<file path="src/rtl/ctc_pkg.sv">
// Shared constants and types for the CAN transceiver control block.
// Assumes a single 20 MHz clock and a synchronous active-high reset.
package ctc_pkg;

    // ------------------------------------------------------------
    // Clock and timing
    // ------------------------------------------------------------
    localparam int CLK_PERIOD_NS  = 50;
    // Dominant timeout; plain default, no figure is given for it
    localparam int DOM_TIMEOUT_US = 1000;
    localparam int CNT_W          = 16;
    // Longest time, so the cycle count rounds down
    localparam logic [CNT_W-1:0] DOM_TIMEOUT_CYC_DEF =
        CNT_W'((DOM_TIMEOUT_US * 1000) / CLK_PERIOD_NS);

    // ------------------------------------------------------------
    // Pin synchroniser layout
    // ------------------------------------------------------------
    localparam int SYNC_W   = 3;
    localparam int SYNC_TXD = 0;
    localparam int SYNC_BUS = 1;
    localparam int SYNC_DBG = 2;
    // Transmit idles recessive (high), bus idles recessive, no debug
    localparam logic [SYNC_W-1:0] SYNC_RST = 3'h1;

    // Cycles after reset release before the debug strap is trusted
    localparam logic [1:0] STRAP_CYC = 2'h3;

    // ------------------------------------------------------------
    // Transmit buffer
    // ------------------------------------------------------------
    localparam int TX_WIDTH   = 1;
    localparam int FIFO_DEPTH = 8;

    // ------------------------------------------------------------
    // Transceiver modes
    // ------------------------------------------------------------
    typedef enum logic [1:0] {
        ST_NORMAL        = 2'h1,
        ST_LOW_POWER_OFF = 2'h2
    } ctc_mode_e;

endpackage

</file>
<file path="src/rtl/ctc_fifo.sv">
// Small flip-flop FIFO with valid/ready on both sides and a flush.
// Assumes one clock and a synchronous active-high reset.
`timescale 1ns/1ps
module ctc_fifo #(
    parameter int WIDTH = 1,
    parameter int DEPTH = 8
) (
    input  wire logic             ref_clk_i,   // Clock
    input  wire logic             rst_i,       // Sync reset, high
    input  wire logic             flush_i,     // Drop all contents
    input  wire logic             in_valid_i,  // Write request
    output logic                  in_ready_o,  // Not full
    input  wire logic [WIDTH-1:0] in_data_i,   // Write data
    output logic                  out_valid_o, // Not empty
    input  wire logic             out_ready_i, // Read request
    output logic [WIDTH-1:0]      out_data_o   // Head word
);
    localparam int PW = $clog2(DEPTH);

    logic [WIDTH-1:0] mem_reg [DEPTH];
    logic [WIDTH-1:0] mem_next [DEPTH];
    logic [PW-1:0]    wr_ptr_reg;
    logic [PW-1:0]    wr_ptr_next;
    logic [PW-1:0]    rd_ptr_reg;
    logic [PW-1:0]    rd_ptr_next;
    logic [PW:0]      count_reg;
    logic [PW:0]      count_next;
    logic             push;
    logic             pop;

    // ------------------------------------------------------------
    // Pointer wrap
    // ------------------------------------------------------------
    function automatic logic [PW-1:0] ptr_inc(input logic [PW-1:0] p);
        ptr_inc = (p == PW'(DEPTH - 1)) ? '0 : p + PW'(1);
    endfunction

    // Full and empty come straight from the occupancy count
    assign in_ready_o  = (count_reg != (PW+1)'(DEPTH));
    assign out_valid_o = (count_reg != '0);
    assign out_data_o  = mem_reg[rd_ptr_reg];
    assign push        = in_valid_i && in_ready_o;
    assign pop         = out_ready_i && out_valid_o;

    // Next state of storage and pointers
    always_comb
    begin
        mem_next    = mem_reg;
        wr_ptr_next = wr_ptr_reg;
        rd_ptr_next = rd_ptr_reg;
        count_next  = count_reg;
        if (flush_i)
        begin
            wr_ptr_next = '0;
            rd_ptr_next = '0;
            count_next  = '0;
        end
        else
        begin
            if (push)
            begin
                mem_next[wr_ptr_reg] = in_data_i;
                wr_ptr_next          = ptr_inc(wr_ptr_reg);
            end
            if (pop)
            begin
                rd_ptr_next = ptr_inc(rd_ptr_reg);
            end
            if (push && !pop)
            begin
                count_next = count_reg + (PW+1)'(1);
            end
            else if (pop && !push)
            begin
                count_next = count_reg - (PW+1)'(1);
            end
        end
    end

    // Registers
    always_ff @(posedge ref_clk_i)
    begin
        mem_reg <= mem_next;
        if (rst_i)
        begin
            wr_ptr_reg <= '0;
            rd_ptr_reg <= '0;
            count_reg  <= '0;
        end
        else
        begin
            wr_ptr_reg <= wr_ptr_next;
            rd_ptr_reg <= rd_ptr_next;
            count_reg  <= count_next;
        end
    end

endmodule

</file>
<file path="src/rtl/ctc_top.sv">
// Digital control of the high-speed CAN transceiver: drivers, receive
// pin, dominant timeout, low-power-off mode, wake-up and debug strap.
// Assumes the analog front end reports the bus level as a plain pin and
// obeys the driver, bias and pulldown enables given here.
//
// Summary of operation
// - Transmit high: drivers off, bus recessive
// - Transmit low: both drivers on, dominant
// - Dominant too long: drivers forced off
// - Normal: receive pin driven, low dominant
// - Low-power-off: receive pin high impedance
// - Low-power-off: drivers off, pulldowns on
// - Normal recessive: midpoint bias enabled
// - Supply regulator on straight after reset
// - Debug strap forces Normal mode
// - Bus wake-up leaves low-power-off mode
`timescale 1ns/1ps
module ctc_top #(
    parameter logic [ctc_pkg::CNT_W-1:0] DOM_TIMEOUT_CYC = ctc_pkg::DOM_TIMEOUT_CYC_DEF
) (
    input  wire logic ref_clk_i,      // 20 MHz clock
    input  wire logic rst_i,          // Sync reset, high
    input  wire logic txd_i,          // Transmit pin, low = dominant
    input  wire logic bus_dominant_i, // Bus comparator, high = dominant
    input  wire logic debug_i,        // Debug strap pin
    input  wire logic low_power_off_req_i, // Request to enter low-power-off
    input  wire logic can_wake_en_i,  // Bus wake-up allowed
    output logic      rxd_o,          // Receive pin level
    output logic      rxd_oe_o,       // Receive pin driven
    output logic      canh_drv_o,     // High-side driver on
    output logic      canl_drv_o,     // Low-side driver on
    output logic      bias_en_o,      // Midpoint bias on
    output logic      pulldown_en_o,  // Bus input pulldown on
    output logic      reg_en_o,       // Transceiver supply regulator on
    output logic      tx_ready_o,     // Transmit buffer can accept
    output logic      dom_timeout_o,  // Dominant timeout latched
    output logic      low_power_off_mode_o, // In low-power-off mode
    output logic      wake_o          // Wake-up pulse
);
    import ctc_pkg::*;

    // ------------------------------------------------------------
    // Declarations
    // ------------------------------------------------------------
    logic [SYNC_W-1:0] s1_reg, s2_reg, s3_reg, lvl_reg, lvl_next;
    ctc_mode_e         mode_reg, mode_next;
    logic [CNT_W-1:0]  cnt_reg, cnt_next;
    logic [1:0]        strap_cnt_reg, strap_cnt_next;
    logic              debug_reg, debug_next;
    logic              strap_ok_reg, strap_ok_next;
    logic              tx_bit_reg, tx_bit_next;
    logic              lock_reg, lock_next;
    logic              rxd_next, rxd_oe_next, drv_next, bias_next;
    logic              pd_next, reg_en_next, wake_next;
    logic              fifo_valid, fifo_data, pop;
    logic              is_normal;

    // ------------------------------------------------------------
    // Transmit buffer
    // ------------------------------------------------------------
    // Drains only in Normal; the pin cannot stall, so a full buffer
    // is reported on tx_ready_o and further samples are dropped.
    ctc_fifo #(
        .WIDTH (TX_WIDTH),
        .DEPTH (FIFO_DEPTH)
    ) u_fifo (
        .ref_clk_i   (ref_clk_i),
        .rst_i       (rst_i),
        .flush_i     (wake_next),
        .in_valid_i  (1'b1),
        .in_ready_o  (tx_ready_o),
        .in_data_i   (lvl_reg[SYNC_TXD]),
        .out_valid_o (fifo_valid),
        .out_ready_i (is_normal),
        .out_data_o  (fifo_data)
    );

    assign is_normal = (mode_reg == ST_NORMAL);
    assign pop       = is_normal && fifo_valid;
    assign low_power_off_mode_o = (mode_reg == ST_LOW_POWER_OFF);
    assign dom_timeout_o = lock_reg;

    // ------------------------------------------------------------
    // Next-state logic
    // ------------------------------------------------------------
    // Pin levels count only once the second and third stages agree
    always_comb
    begin
        lvl_next = lvl_reg;
        for (int i = 0; i < SYNC_W; i++)
        begin
            if (s2_reg[i] == s3_reg[i])
            begin
                lvl_next[i] = s3_reg[i];
            end
        end

        // Debug strap is caught once, after the synchroniser settles
        strap_cnt_next = strap_cnt_reg;
        strap_ok_next  = strap_ok_reg;
        debug_next     = debug_reg;
        if (!strap_ok_reg)
        begin
            if (strap_cnt_reg == STRAP_CYC)
            begin
                strap_ok_next = 1'b1;
                // The registered level still holds its reset value at this
                // edge, so the strap is taken from the level as it settles
                debug_next    = lvl_next[SYNC_DBG];
            end
            else
            begin
                strap_cnt_next = strap_cnt_reg + 2'h1;
            end
        end

        // Mode: Normal by default; debug strap blocks low-power-off
        mode_next = mode_reg;
        wake_next = 1'b0;
        unique case (mode_reg)
            ST_NORMAL:
            begin
                if (low_power_off_req_i && strap_ok_reg && !debug_reg)
                begin
                    mode_next = ST_LOW_POWER_OFF;
                end
            end
            ST_LOW_POWER_OFF:
            begin
                if (can_wake_en_i && lvl_reg[SYNC_BUS])
                begin
                    mode_next = ST_NORMAL;
                    wake_next = 1'b1;
                end
            end
            default:
            begin
                mode_next = ST_NORMAL;
            end
        endcase

        // Buffered transmit bit; recessive outside Normal
        tx_bit_next = tx_bit_reg;
        if (!is_normal)
        begin
            tx_bit_next = 1'b1;
        end
        else if (pop)
        begin
            tx_bit_next = fifo_data;
        end

        // Dominant timeout: count dominant cycles, clear on recessive
        if (tx_bit_reg)
        begin
            cnt_next  = '0;
            lock_next = 1'b0;
        end
        else
        begin
            cnt_next  = (cnt_reg == DOM_TIMEOUT_CYC) ? cnt_reg : cnt_reg + CNT_W'(1);
            lock_next = lock_reg || (cnt_next == DOM_TIMEOUT_CYC);
        end

        // Drivers follow the transmit bit unless locked or asleep
        drv_next    = is_normal && !tx_bit_reg && !lock_next;
        bias_next   = is_normal;
        pd_next     = !is_normal;
        rxd_next    = !lvl_reg[SYNC_BUS];
        rxd_oe_next = is_normal;
        reg_en_next = is_normal;
    end

    // ------------------------------------------------------------
    // Registers
    // ------------------------------------------------------------
    // The supply regulator resets on, with no command needed
    always_ff @(posedge ref_clk_i)
    begin
        if (rst_i)
        begin
            s1_reg        <= SYNC_RST;
            s2_reg        <= SYNC_RST;
            s3_reg        <= SYNC_RST;
            lvl_reg       <= SYNC_RST;
            mode_reg      <= ST_NORMAL;
            cnt_reg       <= '0;
            strap_cnt_reg <= '0;
            strap_ok_reg  <= 1'b0;
            debug_reg     <= 1'b0;
            tx_bit_reg    <= 1'b1;
            lock_reg      <= 1'b0;
            rxd_o         <= 1'b1;
            rxd_oe_o      <= 1'b1;
            canh_drv_o    <= 1'b0;
            canl_drv_o    <= 1'b0;
            bias_en_o     <= 1'b1;
            pulldown_en_o <= 1'b0;
            reg_en_o      <= 1'b1;
            wake_o        <= 1'b0;
        end
        else
        begin
            s1_reg        <= {debug_i, bus_dominant_i, txd_i};
            s2_reg        <= s1_reg;
            s3_reg        <= s2_reg;
            lvl_reg       <= lvl_next;
            mode_reg      <= mode_next;
            cnt_reg       <= cnt_next;
            strap_cnt_reg <= strap_cnt_next;
            strap_ok_reg  <= strap_ok_next;
            debug_reg     <= debug_next;
            tx_bit_reg    <= tx_bit_next;
            lock_reg      <= lock_next;
            rxd_o         <= rxd_next;
            rxd_oe_o      <= rxd_oe_next;
            canh_drv_o    <= drv_next;
            canl_drv_o    <= drv_next;
            bias_en_o     <= bias_next;
            pulldown_en_o <= pd_next;
            reg_en_o      <= reg_en_next;
            wake_o        <= wake_next;
        end
    end

    // ------------------------------------------------------------
    // Assertions
    // ------------------------------------------------------------
    a_recessive_off: assert property (
        @(posedge ref_clk_i) disable iff (rst_i)
        (is_normal && tx_bit_reg) |=> (!canh_drv_o && !canl_drv_o))
        else $error("Drivers on while transmit recessive");

    a_dominant_on: assert property (
        @(posedge ref_clk_i) disable iff (rst_i)
        (is_normal && !tx_bit_reg && !lock_next) |=> (canh_drv_o && canl_drv_o))
        else $error("Drivers off while transmit dominant");

    a_timeout_lock: assert property (
        @(posedge ref_clk_i) disable iff (rst_i)
        (cnt_reg == DOM_TIMEOUT_CYC) |-> (lock_reg && !canh_drv_o && !canl_drv_o))
        else $error("Dominant timeout did not release the bus");

    a_rxd_follows: assert property (
        @(posedge ref_clk_i) disable iff (rst_i)
        is_normal |=> (rxd_oe_o && (rxd_o == !$past(lvl_reg[SYNC_BUS]))))
        else $error("Receive pin does not follow bus");

    a_rxd_float: assert property (
        @(posedge ref_clk_i) disable iff (rst_i)
        low_power_off_mode_o |=> !rxd_oe_o)
        else $error("Receive pin driven in low-power-off");

    a_off_pulldown: assert property (
        @(posedge ref_clk_i) disable iff (rst_i)
        low_power_off_mode_o
        |=> (pulldown_en_o && !canh_drv_o && !canl_drv_o && !reg_en_o))
        else $error("Bus not pulled down in low-power-off");

    a_bias_normal: assert property (
        @(posedge ref_clk_i) disable iff (rst_i)
        (is_normal && tx_bit_reg) |=> bias_en_o)
        else $error("Midpoint bias off in Normal recessive");

    a_reg_default: assert property (
        @(posedge ref_clk_i) disable iff (rst_i)
        $past(rst_i) |-> reg_en_o)
        else $error("Supply regulator off after reset");

    a_debug_stays: assert property (
        @(posedge ref_clk_i) disable iff (rst_i)
        (debug_reg && is_normal) |=> is_normal)
        else $error("Left Normal mode with debug strap set");

    a_bus_wake: assert property (
        @(posedge ref_clk_i) disable iff (rst_i)
        (low_power_off_mode_o && can_wake_en_i && lvl_reg[SYNC_BUS])
        |=> (is_normal && wake_o))
        else $error("Bus wake-up missed");

    a_unlock_recessive: assert property (
        @(posedge ref_clk_i) disable iff (rst_i)
        $fell(lock_reg) |-> ($past(tx_bit_reg) && (cnt_reg == '0)))
        else $error("Timeout cleared without recessive level");

endmodule

</file>
<file path="config.mk">
export PLATFORM = sky130hd
export DESIGN_NAME = ctc_top
export DESIGN_NICKNAME = d
export VERILOG_FILES = /design/src/rtl/ctc_pkg.sv /design/src/rtl/ctc_fifo.sv /design/src/rtl/ctc_top.sv
export SDC_FILE = /design/constraint.sdc
export NUM_CORES = 1
export LEC_CHECK = 0
export ABC_AREA = 1
export BUFFER_PORTS_ARGS = -buffer_cell sky130_fd_sc_hd__buf_2
export CORE_AREA = 2 2 89 57
export DETAILED_ROUTE_END_ITERATION = 8
export DIE_AREA = 0 0 91 59
export MAX_ROUTING_LAYER = met4
export PLACE_DENSITY = 0.83
export SYNTH_ARGS = -nofsm -noshare
export SYNTH_HDL_FRONTEND = slang
export SYNTH_HIERARCHICAL = 1
export SYNTH_SLANG_ARGS = --single-unit
</file>
<file path="constraint.sdc">
create_clock -name ref_clk_i -period 4.95 [get_ports ref_clk_i]
set_input_delay 0.495 -clock ref_clk_i [delete_from_list [all_inputs] [get_ports ref_clk_i]]
set_output_delay 0.495 -clock ref_clk_i [all_outputs]
set_load 0.02 [all_outputs]
</file>
==> impl_metrics.ini <==
[run_status]
status = complete, no violations

[final_layout]
layout_common_cells = nor2_1, nand2_1, dfxtp_1, inv_1, buf_2
layout_commonest_cell = nor2_1
final_layout_size_suffix_gt1_share_pct = 15.3
area_growth_pct = 10.6
diodes = 0
nets = 418
fin_util_pct = 69.8
largest_register_ffs = 16
design_area_um2 = 3120

[drt]
wire_per_inst_um = 11.9
via_count = 2357
drt-total-wl_um = 5590
via_per_inst = 5.04
ant_nets = 0
drt-initial-drc-count = 212
firstDrtPassIters = 5
drc = 0

[yosys]
synth_top_cell_by_area = dfxtp_1
synth_compound_area_share_pct = 6.97
synth_xor_area_share_pct = 2.80
synth_top_family_by_area = simple AND/OR/NAND/NOR gates
yosysWarnings = 6
syn_area_um2 = 2820
synthCells = 379
synthesis.area_per_instance_um2 = 7.44
synth-simple-area-share_pct = 32.0
syn_nets = 397
synth_fa_ha_area_share_pct = 5.15
muxShareOfSynthArea_pct = 0
ys_seq_area_share_pct = 44.7
ys_ff_latch = 59
synth.distinct_cells = 33
synth.top_cell.area_share_pct = 36.2
synth_area_leaders = dfxtp_1, nor2_1, nand2_1

[pwr]
irDropWorstVdd_mv = 0.304
leakagePower_nw = 1.33
power.density_nw_per_um2 = 423

[timing]
skew_ns = 0.00940
tightestPinTransition_ns = 0.544
layout_min_cycle_time_ns = 2.19
hold_viol = 0
setup_tns_ns = 0
fmax_mhz = 457
rsz0062_at_grt = false
relSlewSlack_pct = 63.5
fin_crit_sh_pct = 44.2
setup_viol = 0
drv_slew = 0

[clocking]
post_cts_buffers = 0
cts.root.buffer_cell = clkbuf_8
clockBufferDepth = 2
path_clk_slew_ns = 0.07
cts_tree = done
numCtsBuffers = 9
clock_sinks = 59
cts_resized = 0
h-tree-depth = 3
clock_latency_ns = 0.34
hold_buffers = 0

[die]
die_y_um = 59
dieWidth_um = 91
die_area_um2 = 5370
initial_utilization_pct = 63.1
ios = 18
rows = 19
core_region_area_um2 = 4470

[global_route]
grt_pass1_wl_um = 9540
grt_usage_pct = 23.9
grt_max_degree = 20
overflow = 0
antenna_found_initial = 0
first_global_vias = 2140

[setup_path]
crit_fanout = 5
cp_cell_sequence = inv_1, nor2_1, nand2_2, ha_1, inv_1, ha_1, or2_2, nand3_1, nand3_1, nand2_1, inv_1
cp.arrival_ns = 2.43
cp-start-kind = register
slowest_stage = dfxtp_1
path_common_cell = inv_1
required_ns = 5.19
crit_path_max_incr_delay_ns = 0.38
worst-setup-path-type = register to register
end_kind = register
reg2reg_slack_ns = 2.76

[placed_design]
port_buffers = 17
dp_hpwl_um = 4210
place_area_um2 = 2940
globalplace.congestion = 0.931

[job]
cap_viol_max_count = 0

[min_path]
hp-class = input port to register
[metal layers]
| metal | GRT usage, % | vias to the layer above | routed length (µm) |
|---|---|---|---|
| met3 | 8.91 | 13 | 438 |
| li1 | - | 1218 | - |
| met5 | - | - | 0 |
| met4 | 8.01 | 0 | 80 |
| met2 | 34.9 | 70 | 2300 |
| met1 | 31.1 | 1056 | 2760 |
[report_power, final]
group	switching [mW]	internal [mW]	leakage, nW
registers	0.0516	0.536	0.467
clock network	0.198	0.186	0.0874
logic	0.219	0.129	0.773
total	0.469	0.851	1.33
[layout make-up]
cell class / count / area, µm²
well taps: 63 / 78.8
repair buffers: 17 / 85.1
clock buffers: 10 / 128
inverters: 51 / 191
multi-input cells: 262 / 1330
fillers: 367 / 1350
flip-flops and latches: 59 / 1260
clock inverters: 6 / 48.8
[cells by family (layout without fill, tap and decap cells)]
logic type / after synthesis / after routing
adders and majority gates: 11 / 11
AOI/OAI and AO/OA: 34 / 34
buffers and inverters: 58 / 84
xor gates and xnor gates: 9 / 9
other: 1 / 1
and+or+nand+nor: 207 / 207
DFF: 59 / 59
[per-stage QoR]
stage               cells  power (mW)  setup slack (ns)  hold slack, ns
floorplan             379       0.862              2.95           0.388
global placement      452       0.923              2.93           0.390
detailed placement    452       0.939              2.83           0.398
CTS                   468        1.32              2.80           0.324
global route          468        1.41              2.56           0.334
finish                468        1.32              2.76           0.336
[worst max-delay path: cells and delay by family, from the launching register on]
kind	cells	cell delay [ns]
fa+ha+maj	2	0.52
flops	1	0.38
simple gates	6	0.96
buf+inv	3	0.22
[Yosys cell counts]
cell type	n
conb_1	1
o21bai_2	1
o21a_1	1
xnor2_1	2
nand2_4	2
nor3_1	1
o21ai_0	16
dfxtp_1	51
edfxtp_1	8
nand2_1	68
fa_1	1
nand3_1	15
nand2_2	7
nor4_1	1
a21oi_1	11
nand3_2	2
a22oi_1	1
o21ai_2	2
clkbuf_1	3
inv_2	2
buf_4	4
o2111ai_1	1
nor2_2	6
nor2_1	93
xor2_1	7
ha_1	10
nand4_1	5
clkinv_1	2
a21oi_2	1
nor2_4	2
or2_2	4
inv_1	47
or2_4	1
[path summary, 6_finish.rpt]
kind / start / to / cells after the start
hold reg to reg: s1_reg[2] / s2_reg[2] / 2
hold / removal: txd_i / s1_reg[0] / 2
setup reg to reg: mode_reg[0] / u_fifo/count_reg[3] / 11
setup / recovery: mode_reg[0] / u_fifo/count_reg[3] / 11
(Power assumes the default switching activity.)
